### config.mk
export PLATFORM = sky130hd
export DESIGN_NAME = ocf_top
export DESIGN_NICKNAME = d
export VERILOG_FILES = /design/src/ocf_pkg.sv /design/src/ocf_divider.sv /design/src/ocf_top.sv
export VERILOG_INCLUDE_DIRS = /design/src
export SDC_FILE = /design/constraint.sdc
export NUM_CORES = 1
export LEC_CHECK = 0
export BUFFER_PORTS_ARGS = -buffer_cell sky130_fd_sc_hd__buf_4
export CORE_MARGIN = 4
export CORE_UTILIZATION = 40
export CTS_CLUSTER_DIAMETER = 40
export DETAILED_ROUTE_END_ITERATION = 10
export PLACE_DENSITY_LB_ADDON = 0.12
export SETUP_SLACK_MARGIN = 0.05
export SYNTH_ARGS = -nofsm -noshare
export SYNTH_HDL_FRONTEND = slang
export SYNTH_SLANG_ARGS = --single-unit
### constraint.sdc
create_clock -name CLK -period 1.9 [get_ports CLK]
set_clock_uncertainty 0.05 [all_clocks]
set_input_delay 0.57 -clock CLK [delete_from_list [all_inputs] [get_ports CLK]]
set_output_delay 0.57 -clock CLK [all_outputs]
set_load 0.1 [all_outputs]
### src/ocf_consts.svh
// Constants for the overcurrent sample filter
`ifndef OCF_CONSTS_SVH
`define OCF_CONSTS_SVH
`define OCF_CLK_HZ 25000000
`define OCF_STARTUP_NS 3000
`define OCF_STARTUP_CYC ((`OCF_STARTUP_NS * (`OCF_CLK_HZ / 1000000) + 999) / 1000)
`define OCF_PERIPH_DIV 4
`define OCF_SAMPLE_GROUP 4
`define OCF_PWM_MTC_DLY 3
`define OCF_FLAG_MTC_DLY 1
`define OCF_MTC_DIV 2
`define OCF_REG_CTRL 32'h0000_0000
`define OCF_REG_STATUS 32'h0000_0004
`define OCF_REG_MASK 32'h0000_0008
`define OCF_CTRL_RESET 32'h0000_0000
`endif

### src/ocf_pkg.sv
// Types for the overcurrent sample filter
package ocf_pkg;
  typedef enum logic [1:0] {
    ST_OFF = 2'b00,
    ST_START = 2'b01,
    ST_RUN = 2'b10
  } phase_t;
  typedef struct packed {
    logic [1:0] cnt;
    logic tick;
  } div_t;
endpackage

### src/ocf_divider.sv
// Clock enable divider producing one-cycle pulses
`timescale 1ns/1ps
module ocf_divider (
  input wire logic CLK,
  input wire logic RST,
  input wire logic [1:0] div_max,
  output logic tick
);
  ocf_pkg::div_t s;
  ocf_pkg::div_t next_s;

  // Count up to div_max and pulse
  always_comb begin
    next_s = s;
    next_s.tick = 1'b0;
    if (s.cnt == div_max) begin
      next_s.cnt = 2'b00;
      next_s.tick = 1'b1;
    end else begin
      next_s.cnt = s.cnt + 2'b01;
    end
  end

  // State register
  always_ff @(posedge CLK) begin
    if (RST) begin
      s <= '0;
    end else begin
      s <= next_s;
    end
  end

  assign tick = s.tick;
endmodule

### src/ocf_top.sv
// Overcurrent sampling filter with AHB-Lite register access
// Functional notes
// After the comparator is enabled by clock enable or DAC enable, sampling waits a startup time of 3 us.
// A rising comparator output turns the PWM outputs off after (1+x) groups of four peripheral ticks plus 3 timer ticks.
// A counted event sets the current limit flag after (1+x) groups of four peripheral ticks plus 1 timer tick.
// With filter setting 001 two groups of four consecutive high samples are required to accept an event.
// With the filter off one group of four high samples suffices and PWM turns off on the third timer tick after the event.
// The startup wait keeps a settling comparator from making false events.
// A low sample restarts the consecutive sample count from zero.
`timescale 1ns/1ps
`include "ocf_consts.svh"
module ocf_top (
  input wire logic CLK,
  input wire logic RST,
  input wire logic HSEL,
  input wire logic [31:0] HADDR,
  input wire logic [1:0] HTRANS,
  input wire logic HWRITE,
  input wire logic [2:0] HSIZE,
  input wire logic [31:0] HWDATA,
  input wire logic HREADY,
  output logic [31:0] HRDATA,
  output logic HREADYOUT,
  output logic HRESP,
  input wire logic COMP_IN,
  input wire logic [5:0] PWM_IN,
  output logic [5:0] MOTOR_PWM_OUTPUTS,
  output logic CURRENT_LIMIT_FLAG,
  output logic IRQ
);
  typedef struct packed {
    logic [31:0] rdata;
    logic wr_pend;
    logic [3:0] wr_addr;
    logic cke;
    logic dac;
    logic [2:0] filt;
    logic [1:0] status;
    logic [1:0] mask;
    ocf_pkg::phase_t phase;
    logic [7:0] start_cnt;
    logic [1:0] sync;
    logic prev_samp;
    logic [3:0] run;
    logic [3:0] pcnt;
    logic [1:0] pwm_dly;
    logic flag_dly;
    logic pwm_arm;
    logic flag_arm;
    logic pwm_off;
    logic flag;
    logic [5:0] pwm;
    logic irq;
  } state_t;

  state_t s;
  state_t next_s;
  logic periph_tick;
  logic mtc_tick;

  // Peripheral clock: 25 MHz divided by 4
  ocf_divider u_periph (
    .CLK(CLK),
    .RST(RST),
    .div_max(2'(`OCF_PERIPH_DIV - 1)),
    .tick(periph_tick)
  );

  // Motor timer clock enable derived in the same way
  ocf_divider u_mtc (
    .CLK(CLK),
    .RST(RST),
    .div_max(2'(`OCF_MTC_DIV - 1)),
    .tick(mtc_tick)
  );

  function automatic logic [3:0] word_sel(input logic [31:0] a);
    word_sel = a[5:2];
  endfunction

  // Whole behaviour
  always_comb begin
    logic addr_ok;
    logic samp;
    addr_ok = HSEL && HREADY && HTRANS[1];
    samp = 1'b0;
    next_s = s;
    next_s.sync = {s.sync[0], COMP_IN};
    next_s.wr_pend = 1'b0;
    // Register writes in data phase
    if (s.wr_pend) begin
      case (s.wr_addr)
        word_sel(`OCF_REG_CTRL): begin
          next_s.cke = HWDATA[0];
          next_s.dac = HWDATA[1];
          next_s.filt = HWDATA[6:4];
          if (HWDATA[7]) begin
            next_s.flag = 1'b0;
            next_s.pwm_off = 1'b0;
          end
        end
        word_sel(`OCF_REG_MASK): next_s.mask = HWDATA[1:0];
        default: ;
      endcase
    end
    // Address phase
    if (addr_ok) begin
      if (HWRITE) begin
        next_s.wr_pend = 1'b1;
        next_s.wr_addr = word_sel(HADDR);
      end else begin
        case (word_sel(HADDR))
          word_sel(`OCF_REG_CTRL): next_s.rdata = {24'h00_0000, s.flag, s.filt, 2'b00, s.dac, s.cke};
          word_sel(`OCF_REG_STATUS): begin
            next_s.rdata = {28'h000_0000, s.phase, s.status};
            next_s.status = 2'b00;
          end
          word_sel(`OCF_REG_MASK): next_s.rdata = {30'h0000_0000, s.mask};
          default: next_s.rdata = 32'h0000_0000;
        endcase
      end
    end
    // Enable and startup wait
    case (s.phase)
      ocf_pkg::ST_OFF: begin
        if (s.cke || s.dac) begin
          next_s.phase = ocf_pkg::ST_START;
          next_s.start_cnt = 8'h00;
        end
      end
      ocf_pkg::ST_START: begin
        if (!(s.cke || s.dac)) begin
          next_s.phase = ocf_pkg::ST_OFF;
        end else if (s.start_cnt == 8'(`OCF_STARTUP_CYC - 1)) begin
          next_s.phase = ocf_pkg::ST_RUN;
        end else begin
          next_s.start_cnt = s.start_cnt + 8'h01;
        end
      end
      ocf_pkg::ST_RUN: begin
        if (!(s.cke || s.dac)) begin
          next_s.phase = ocf_pkg::ST_OFF;
        end
      end
      default: next_s.phase = ocf_pkg::ST_OFF;
    endcase
    // Sampling on peripheral ticks
    if (s.phase != ocf_pkg::ST_RUN) begin
      next_s.run = 4'h0;
      next_s.pcnt = 4'h0;
    end else if (periph_tick) begin
      samp = s.sync[1];
      next_s.prev_samp = samp;
      if (!samp) begin
        next_s.run = 4'h0;
        next_s.pcnt = 4'h0;
      end else if (s.pcnt == 4'(`OCF_SAMPLE_GROUP - 1)) begin
        next_s.pcnt = 4'h0;
        if (s.run == {1'b0, s.filt}) begin
          next_s.run = 4'h0;
          next_s.pwm_arm = 1'b1;
          next_s.flag_arm = 1'b1;
          next_s.pwm_dly = 2'b00;
          next_s.flag_dly = 1'b0;
        end else begin
          next_s.run = s.run + 4'h1;
        end
      end else begin
        next_s.pcnt = s.pcnt + 4'h1;
      end
    end
    // Timer clock delays
    if (mtc_tick && s.pwm_arm) begin
      if (s.pwm_dly == 2'(`OCF_PWM_MTC_DLY - 1)) begin
        next_s.pwm_arm = 1'b0;
        next_s.pwm_off = 1'b1;
        next_s.status[0] = 1'b1;
      end else begin
        next_s.pwm_dly = s.pwm_dly + 2'b01;
      end
    end
    if (mtc_tick && s.flag_arm) begin
      next_s.flag_arm = 1'b0;
      next_s.flag = 1'b1;
      next_s.status[1] = 1'b1;
    end
    next_s.pwm = next_s.pwm_off ? 6'h00 : PWM_IN;
    next_s.irq = |(next_s.status & s.mask);
  end

  // State register
  always_ff @(posedge CLK) begin
    if (RST) begin
      s <= '0;
    end else begin
      s <= next_s;
    end
  end

  assign HRDATA = s.rdata;
  assign HREADYOUT = 1'b1;
  assign HRESP = 1'b0;
  assign MOTOR_PWM_OUTPUTS = s.pwm;
  assign CURRENT_LIMIT_FLAG = s.flag;
  assign IRQ = s.irq;
endmodule

; Yosys cells after proc, flatten, opt, wreduce, memory -nomap -nowiden
; Cells that the tools add are included.
[word_totals]
reg_bits = 85
in_bits = 81
word_cells = 117
[classes]
n_addsub = 6
eq_ne = 18
mux = 37
bitwise_logic = 4
n_reduce_logical = 28
[op_table]
columns = cell, n
row1 = $mux W5, 6
row2 = $mux W8, 3
row3 = $pmux W8 S3, 1
row4 = $mux W2, 11
row5 = $pmux W8 S2, 1
row6 = $reduce_or A2 Y1, 7
row7 = $eq A4 B2 Y1 const B, 3
row8 = $mux W4, 3
row9 = $mux W1, 10
row10 = $mux W10, 1
row11 = $ne A2 B2 Y1 const B, 5
row12 = $reduce_and A2 Y1, 5
row13 = $add A4 B1 Y4 const B, 2
row14 = $add A8 B1 Y8 const B, 1
row15 = $eq A8 B7 Y1 const B, 1
row16 = $logic_not A4 Y1, 2
row17 = $reduce_bool A2 Y1, 4
row18 = $add A2 B1 Y2 const B, 3
row19 = $eq A2 B2 Y1 const B, 3
row20 = $pmux W2 S3, 1
row21 = $reduce_and A3 Y1, 2
row22 = $reduce_and A5 Y1, 1
row23 = $eq A2 B1 Y1 const B, 2
row24 = $eq A4 B1 Y1 const B, 1
row25 = other kinds (9), 14

; Depth between registers and ports, before layout
; Gate-level depths: netlist (run 1).
[depth]
ltp_word = 8
depth_mapped = 6
ltp_nobuf = 6

; Cells and area by module
; A second synthesis (run 1) with hierarchy kept.
[unflattened]
hier_cells = 305
area_unflattened_um2 = 2825.2
[modules_own_cells]
columns = module, n_inst, cells_each, area_each_um2, seq_area_each_um2
row1 = ocf_top, 1, 279, 2567.5, 1101.1
row2 = ocf_divider, 2, 13, 128.9, 60.1

; Worst setup path before layout (run 1)
; Ideal clock, no wire load.
[synth_path]
kind = input -> register
startpoint = input HWRITE
endpoint = register s (netlist bit HRDATA[7])
arrival_ps = 1587
path_slack_ps = 201
path_stages = 4
n_path_buf = 0
path_cell_list = nand4b_1 or4_1 nor3_2 a22o_1
[synth_between]
elab_chain_len = 2
[synth_lines]
columns = item, line
row1 = from (decl), ocf_top.sv:18  ; input wire logic HWRITE,
row2 = $not A1 Y1 (no line), n/a
row3 = $reduce_and A2 Y1 (no line), n/a
row4 = to (signal assigned), ocf_top.sv:196  ; s <= next_s;
row5 = to (decl), ocf_top.sv:56  ; state_t s;
; Every way passes these cells.
; A chain may end at the register's enable or synchronous reset.

; Worst setup path in the final report (run 1)
[layout_path]
startpoint = register s[14] (netlist name)
endpoint = register s[21] (netlist name)
[layout_between]
elab_chain_len = 3
[layout_lines]
columns = item, line
row1 = $eq A4 B2 Y1, ocf_top.sv:157  ; end else if (s.pcnt == 4'(`OCF_SAMPLE_GROUP - 1)) begin
row2 = $ne A2 B1 Y1 (no line), n/a
row3 = $reduce_and A2 Y1 (no line), n/a
; Every way passes these cells.

==> results of run 1 <==
[where the power goes]
part | switching, uW | total [uW] | internal [uW] | leakage (uW)
logic | 334 | 409 | 74.4 | 0.000717
registers | 16.4 | 1320 | 1310 | 0.000495
clock network | 485 | 1420 | 934 | 0.000125
[layout make-up]
cell class / instances / area (um^2)
Clock inverter: 4 / 95.1
Clock buffer: 11 / 151
Inverter: 4 / 15.0
Fill cell: 650 / 3520
Sequential cell: 61 / 1220
Multi-Input combinational cell: 210 / 1310
Tap cell: 96 / 120
Timing Repair Buffer: 49 / 368
[registers in the layout, summed over array words and instances, names as in the netlist]
signal	flops
MOTOR_PWM_OUTPUTS	6
HRDATA	8
s	38
CURRENT_LIMIT_FLAG	1
u_periph.tick	1
u_mtc.tick	1
next_s	1
u_periph.s	2
IRQ	1
u_mtc.s	2
[through the flow]
| stage | area [um^2] | util, % | instances | total power (uW) |
|---|---|---|---|---|
| after global routing | 3280 | 48.2 | 435 | 3280 |
| after floorplan | 2880 | - | 322 | 1740 |
| after CTS | 3280 | 48.2 | 435 | 3200 |
| after global placement | 3030 | 44.6 | 420 | 1760 |
| after detailed placement | 3030 | 44.6 | 420 | 1760 |
| final | 3280 | 48.2 | 435 | 3150 |
[how the worst max path moves through the flow]
stage,endpoint,cells past startpoint
final,s[21]$_SDFFE_PP0P_,5
after detailed placement,HRDATA[5]$_SDFFE_PP0P_,6
after CTS,s[21]$_SDFFE_PP0P_,5
after global placement,HRDATA[5]$_SDFFE_PP0P_,6
after global routing,s[18]$_SDFFE_PP0P_,5
after floorplan,HRDATA[7]$_SDFFE_PP0P_,4
[cells by family (layout without fill, tap and decap cells)]
family	after synthesis	in the layout	synth area share, %
buf+inv	51	68	12.6
compound gates	40	40	9.65
other cells	2	26	0.269
mux	11	11	4.04
xor+xnor	13	13	4.08
fa+ha+maj	6	6	2.69
flops	61	61	43.8
simple gates	114	114	22.9
[critical path, delay by kind of cell (launching register included)]
family                     cells  cell delay (ps)
and+or+nand+nor                2              470
DFF                            1              380
AOI/OAI and AO/OA              1              310
adders and majority gates      1              200
xor gates and xnor gates       1              150
[layer usage]
layer	part of all wire, %	routed length [um]	vias up
met3	6.5	331	8
met5	0	0	-
li1	-	-	1034
met4	1.5	74	0
met2	45	2280	52
met1	47	2400	916
[synthesized netlist by cell type (2+ instances only)]
cell,number
nand2_1,20
a211oi_1,2
or4_1,2
clkbuf_1,4
xor2_1,9
a22o_1,5
and2_1,6
nand3_1,10
xnor2_1,4
a32oi_1,3
nor3b_1,5
a31oi_1,2
nor2b_1,6
mux2_2,2
conb_1,2
nor3_1,7
inv_1,4
mux2i_1,9
a21oi_1,14
or3_1,2
o21ai_0,5
nand3b_1,3
o21bai_1,2
nand4_1,5
nor2_1,33
buf_4,40
ha_1,6
dfxtp_1,61
nand4b_1,3
==> impl_metrics.toml, run 1 <==
[worst_setup_path]
endpoint_kind = "flip-flop"
crit_path_start_kind = "flip-flop"
r2r_slack_ps = 230
r2r-end = "s[21]$_SDFFE_PP0P_"
required_ps = 2070
slowest_delay_ps = 420
rr_startpoint = "s[14]$_SDFFE_PP0P_"
cp_data_arrival_time_ps = 1830
path_max_fanout = 4
reg2regPathDepth = 5
worstSetupPathType = "flip-flop to flip-flop"
startpoint = "s[14]$_SDFFE_PP0P_"
crit_chain = "ha_1, or3b_4, a211oi_1, xnor2_1, nor2_1"
crit_slowest_cell = "or3b_4"

[job]
cap_violations = 0

[placement]
dpl.hpwl_mm = 3.81
pre_cts_slack_ps = 96.3
port_buffers = 38
gp_congestion = 0.729

[logic_synthesis]
ys_types = 51
yosys_warnings = 0
yosysSeqAreaShare_pct = 43.8
syn_area_um2 = 2790
yosysTopAreaCellShare_pct = 43.8
synth_largest_area_cell = "dfxtp_1"
synth_seq_cells = 61
avgSynthCellArea_um2 = 9.35
synth_edf_count = 0
async_reset_ff_share_pct = 0
ys.flop_type = "dfxtp_1"
syn_inst = 298
yosys-top-cells-area = "dfxtp_1 44%, buf_4 11%, nor2_1 4.4%"

[die]
fp.dieArea_um2 = 8370
coreArea_um2 = 6790
ios = 123
die_h_um = 91.5
initial_utilization_pct = 41.0
die_x_um = 91.5
rows = 30

[timing]
worstMarginPinSlew_ps = 507
finalMaxSlewViolations = 0
fin_ws_ps = 234
hold_violations = 0
setup_tns_ps = 0
min_period_over_period_pct = 87.7
fmax_ghz = 0.600
rsz0062_at_grt = "false"
slew-limit-headroom_pct = 66.1
setup_viol = 0
hold_slack_ps = 383
period_minus_slack_ps = 1670

[route]
via_per_inst = 4.62
dr.first_iter.drc_count = 64
drt-pass1-iter-count = 4
via_count = 2010
wl_mm = 5.09
drtAntennaViolNets = 0
drc = 0
wl_per_cell_um = 11.7

[clock_tree]
max-clock-path-buffers = 2
cts_resized = 0
cts-buffers-inserted = 9
cts.sinks = 61
cts_root_buf = "clkbuf_8"
htreeDepth = 3
cts_tree = "built"
clock_latency_ps = 330
post_cts_buffers = 0
path_clk_slew_ps = 60
cts_hold_buffers = 0

[hold_path]
whs_endpoint = "s[24]$_SDFF_PP0_"
hold-path-cell-count = 1
hp-start = "next_s[24]$_SDFF_PP0_"
hp-class = "flip-flop to flip-flop"

[final_layout]
drive_gt1_share_pct = 22.4
n_antenna_cell = 0
layout_common_cells = "61 x dfxtp_1, 49 x buf_4, 33 x nor2_1"
num-nets-final = 422
layout.cells.most_common = "dfxtp_1"
area_growth_pct = 17.5

[global_route]
busiest_layer = "met2"
grt_max_degree = 38
antenna_found_initial = 0
grt_overflow = 0
grt_use_met3_pct = 5.80
grt_pass1_wl_mm = 8.60
use_met1_pct = 16.5
track_usage_pct = 12.8
grt_pass1_vias = 1848
global_route.usage.met2_pct = 19.0

[pwr]
leakage_uw = 0.00134
p_per_area_nw_per_um2 = 962
vdd_ir_drop_max_mv = 0.454

[status]
status = "finished clean"
(Power assumes the default switching activity.)
==> run 2, diff against run 1 <==
Settings changed: ABC_AREA set to 1, SETUP_SLACK_MARGIN 0.05 to 0.1.
==> run 2 against run 1 <==
Clock power fell by 9.9%. Synthesized cell count up 34%. Design area rose by 3.3%. Register-to-register slack better by 300 ps. Critical path depth shrank 4. Sequential share of layout area shrank 1.2 points. Worst hold slack lost 29 ps. Sequential power about the same.
==> impl_metrics.toml, run 2 <==
[status]
status = "finished clean"

[pwr]
switching_share_pct = 30.2
p_per_area_nw_per_um2 = 899
power_frac_seq_pct = 43.5
p_clk_share_pct = 42.1
intPower_uw = 2130
power_switching_uw = 919
vdd_ir_drop_max_mv = 0.640
leakage_uw = 0.00146
p_comb_share_pct = 14.4

[logic_synthesis]
yosysSeqAreaShare_pct = 41.3
syn_inst = 398
ys_types = 31
yosys_warnings = 0
ys.flop_type = "dfxtp_1"
async_reset_ff_share_pct = 0
synth_edf_count = 0
synth_seq_cells = 61
syn_area_um2 = 2960
yosysMostFrequentCell = "nand2_1"
synth_common_cells = "77 x nand2_1, 61 x dfxtp_1, 46 x inv_1"
synth_largest_area_cell = "dfxtp_1"
yosysTopAreaCellShare_pct = 41.3
avgSynthCellArea_um2 = 7.43
yosys-top-cells-area = "dfxtp_1 41%, buf_4 10%, nand2_1 9.8%"

[timing]
min_period_over_period_pct = 85.0
setup_viol = 0
period_minus_slack_ps = 1620
setup_tns_ps = 0
finalMaxSlewViolations = 0
hold_slack_ps = 354
hold_violations = 0
fmax_ghz = 0.619
fin_ws_ps = 285
rsz0062_at_grt = "false"

[die]
ios = 123
coreArea_um2 = 7210
rows = 31
die_h_um = 94.0
fp.dieArea_um2 = 8830
die_x_um = 94.0
initial_utilization_pct = 41.0

[route]
drtAntennaViolNets = 0
dr.first_iter.drc_count = 52
drc = 0
via_per_inst = 4.41
wl_per_cell_um = 10.7
drt-pass1-iter-count = 4
via_count = 2355
wl_mm = 5.71

[final_layout]
n_antenna_cell = 0
fillers = 720
largest_reg_flops = 38
num-nets-final = 517
utilization_pct = 46.9
drive_gt1_share_pct = 19.3
area_growth_pct = 14.5
top_register = "s"
layout.cells.most_common = "nand2_1"
layout_common_cells = "77 x nand2_1, 61 x dfxtp_1, 46 x inv_1"

[worst_setup_path]
rr_startpoint = "s[15]$_SDFFE_PP0P_"
reg2regPathDepth = 8
path_max_fanout = 3
r2r-end = "s[18]$_SDFFE_PP0P_"
worstSetupPathType = "flip-flop to primary output"
crit_path_start_kind = "flip-flop"
r2r_slack_ps = 530
crit_slowest_cell = "dfxtp_1"
endpoint_kind = "primary output"
cp_num_buf_inv = 1
slowest_delay_ps = 360
required_ps = 1280
cp_top_family = "flip-flops"
crit_chain = "buf_4"
cp_data_arrival_time_ps = 1000

[hold_path]
hp-start = "next_s[24]$_SDFF_PP0_"
hp-class = "flip-flop to flip-flop"
hold-path-cell-count = 2
whs_endpoint = "s[24]$_SDFF_PP0_"

[global_route]
track_usage_pct = 13.8
antenna_found_initial = 0
grt_pass1_wl_mm = 9.58
grt_pass1_vias = 2142
grt_max_degree = 16
grt_overflow = 0

[clock_tree]
cts_root_buf = "clkbuf_8"
cts_resized = 0
cts.sinks = 61
post_cts_buffers = 0
htreeDepth = 3
cts_hold_buffers = 0
cts-buffers-inserted = 9
max-clock-path-buffers = 2
cts_tree = "built"
clock_latency_ps = 340
path_clk_slew_ps = 70

[job]
cap_violations = 0

[placement]
dpl.hpwl_mm = 4.32
pre_cts_slack_ps = 258
port_buffers = 38
gp_congestion = 0.814
run 2: routing by layer:
| layer | global-route usage, % | vias up | part of all wire [%] |
|---|---|---|---|
| met5 | 0 | - | 0 |
| met4 | 4.45 | 0 | 1.1 |
| met3 | 5.53 | 9 | 5.6 |
| met2 | 21.8 | 49 | 45 |
| met1 | 17.3 | 1037 | 48 |
| li1 | - | 1260 | - |
run 2: logic make-up after synthesis:
logic type	after synthesis	share of synthesized area, %
simple gates	177	28.1
xor+xnor	2	0.593
fa+ha+maj	6	2.54
compound gates	55	9.99
buf+inv	95	17.2
flops	61	41.3
other cells	2	0.254
run 2: tightest hold or removal path, delay by kind of cell (launching register included):
kind          cells  cell delay (ps)
flops             1              300
simple gates      1               30
buf+inv           1               40
run 2: worst max path at each step:
stage / startpoint / cells after the start / end / slack (ps)
6_report: CURRENT_LIMIT_FLAG$_SDFFE_PP0P_ / 1 / CURRENT_LIMIT_FLAG / 280
5_1_grt: CURRENT_LIMIT_FLAG$_SDFFE_PP0P_ / 1 / CURRENT_LIMIT_FLAG / 240
4_1_cts: HRDATA[3]$_SDFFE_PP0P_ / 1 / HRDATA[3] / 260
3_5_place_dp: HADDR[5] / 9 / IRQ$_SDFF_PP0_ / 260
3_3_place_gp: HADDR[5] / 9 / IRQ$_SDFF_PP0_ / 250
2_1_floorplan: CURRENT_LIMIT_FLAG$_SDFFE_PP0P_ / 0 / CURRENT_LIMIT_FLAG / 340
run 2: layout make-up:
class	count	area [um^2]	share of cell area [%]
Sequential cell	61	1220	36.1
Inverter	51	191	5.65
Tap cell	99	124	3.66
Timing Repair Buffer	41	308	9.09
Multi-Input combinational cell	266	1320	38.9
Clock inverter	7	100	2.96
Clock buffer	9	124	3.66
run 2: per-stage QoR:
stage	instances	total power [uW]	instance area, um^2
3_3_place_gp	518	1790	3160
5_1_grt	534	3180	3390
3_5_place_dp	518	1790	3160
4_1_cts	534	3090	3390
6_report	534	3040	3390
2_1_floorplan	422	1760	3050
run 2: power by group through the flow:
stage / Combinational [uW] / Sequential (uW) / Clock (uW)
after floorplan: 413 / 1350 / 0
after global placement: 438 / 1350 / 0
after detailed placement: 439 / 1360 / 0
after CTS: 440 / 1330 / 1320
after global routing: 463 / 1330 / 1390
final: 438 / 1330 / 1280
==> run 3, diff against run 2 <==
Settings changed: REMOVE_ABC_BUFFERS set to 1.
==> run 3 against run 2 <==
Global-route usage is 0.11 points lower. Design area is 1.2% lower. Critical path type unchanged. Wire length increased by 2.1%. Maximum frequency fell by 0.72%.
==> impl_metrics.toml, run 3 (same netlist as run 2, synthesis figures left out) <==
[status]
status = "finished clean"

[final_layout]
top_register = "s"
layout.cells.most_common = "nand2_1"
layout_common_cells = "77 x nand2_1, 61 x dfxtp_1, 46 x inv_1"
area_growth_pct = 13.2
largest_reg_flops = 38
num-nets-final = 516
drive_gt1_share_pct = 18.9
n_antenna_cell = 0
fin_area_um2 = 3350

[route]
via_per_inst = 4.51
drt-pass1-iter-count = 6
drtAntennaViolNets = 0
wl_per_cell_um = 10.9
dr.first_iter.drc_count = 52
drc = 0
wl_mm = 5.83
via_count = 2403

[global_route]
use_met1_pct = 17.5
grt_pass1_vias = 2203
grt_pass1_wl_mm = 9.53
antenna_found_initial = 0
grt_overflow = 0
busiest_layer = "met2"
track_usage_pct = 13.7
global_route.usage.met2_pct = 21.1
grt_use_met3_pct = 3.85
grt_max_degree = 19

[worst_setup_path]
worstSetupPathType = "flip-flop to primary output"
path_max_fanout = 3
rr_startpoint = "s[15]$_SDFFE_PP0P_"
r2r-end = "s[18]$_SDFFE_PP0P_"
cp_num_buf_inv = 1
crit_path_start_kind = "flip-flop"
crit_chain = "buf_4"
endpoint_kind = "primary output"
slowest_delay_ps = 370
r2r_slack_ps = 500
required_ps = 1280
crit_slowest_cell = "dfxtp_1"
cp_top_family = "flip-flops"
cp_data_arrival_time_ps = 1010
reg2regPathDepth = 8

[hold_path]
hp-start = "next_s[24]$_SDFF_PP0_"
whs_endpoint = "s[24]$_SDFF_PP0_"
hold-path-cell-count = 2
hp-class = "flip-flop to flip-flop"

[timing]
finalMaxSlewViolations = 0
setup_tns_ps = 0
min_period_over_period_pct = 85.6
fin_ws_ps = 273
rsz0062_at_grt = "false"
setup_viol = 0
hold_violations = 0
period_minus_slack_ps = 1630
fmax_ghz = 0.615

[clock_tree]
path_clk_slew_ps = 70
clock_latency_ps = 330
cts_resized = 0
cts_root_buf = "clkbuf_8"
cts_tree = "built"
htreeDepth = 3
cts-buffers-inserted = 9
max-clock-path-buffers = 2
cts_hold_buffers = 0
cts.sinks = 61
post_cts_buffers = 0

[die]
rows = 31
die_x_um = 94.0
fp.dieArea_um2 = 8830
die_h_um = 94.0
initial_utilization_pct = 41.0
coreArea_um2 = 7210
ios = 123

[pwr]
power_uw = 2890
p_per_area_nw_per_um2 = 864
leakage_uw = 0.00146
vdd_ir_drop_max_mv = 0.454

[placement]
pre_cts_slack_ps = 247
gp_congestion = 0.809
placed_cell_area_um2 = 3150
port_buffers = 38
dpl.hpwl_mm = 4.29

[job]
cap_violations = 0
-- run 3: metal layers --
| metal | part of all wire, % | routed length, um | vias to the layer above |
|---|---|---|---|
| met5 | 0 | 0 | - |
| met4 | 1.5 | 89 | 0 |
| met3 | 5.2 | 304 | 10 |
| met2 | 45 | 2630 | 56 |
| met1 | 48 | 2800 | 1074 |
| li1 | - | - | 1263 |
-- run 3: cell type report --
cell class	count	area (um^2)
inverters	51	191
clock buffers	11	141
repair buffers	40	300
clock inverters	5	50.0
flip-flops and latches	61	1220
fillers	772	3870
well taps	99	124
multi-input cells	266	1320
-- run 3: stage by stage --
| stage | hold WS (ps) | util [%] | instances |
|---|---|---|---|
| after detailed placement | 346 | 43.7 | 517 |
| final | 352 | 46.4 | 533 |
| after CTS | 355 | 46.4 | 533 |
| after global placement | 343 | 43.7 | 517 |
| after floorplan | 338 | - | 378 |
| after global routing | 391 | 46.4 | 533 |
-- run 3: where the power goes --
part	switching [uW]	total, uW	internal (uW)
combinational	363	437	73.7
sequential	16.4	1330	1310
clock	495	1130	633
-- run 3: worst max-delay path by stage --
stage          cells after the start                       startpoint                  to  slack [ps]
2_1_floorplan                      0  CURRENT_LIMIT_FLAG$_SDFFE_PP0P_  CURRENT_LIMIT_FLAG         340
3_3_place_gp                       9                         HADDR[5]      IRQ$_SDFF_PP0_         250
3_5_place_dp                       9                         HADDR[5]      IRQ$_SDFF_PP0_         250
4_1_cts                            1  CURRENT_LIMIT_FLAG$_SDFFE_PP0P_  CURRENT_LIMIT_FLAG         250
5_1_grt                            1  CURRENT_LIMIT_FLAG$_SDFFE_PP0P_  CURRENT_LIMIT_FLAG         210
6_report                           1  CURRENT_LIMIT_FLAG$_SDFFE_PP0P_  CURRENT_LIMIT_FLAG         270
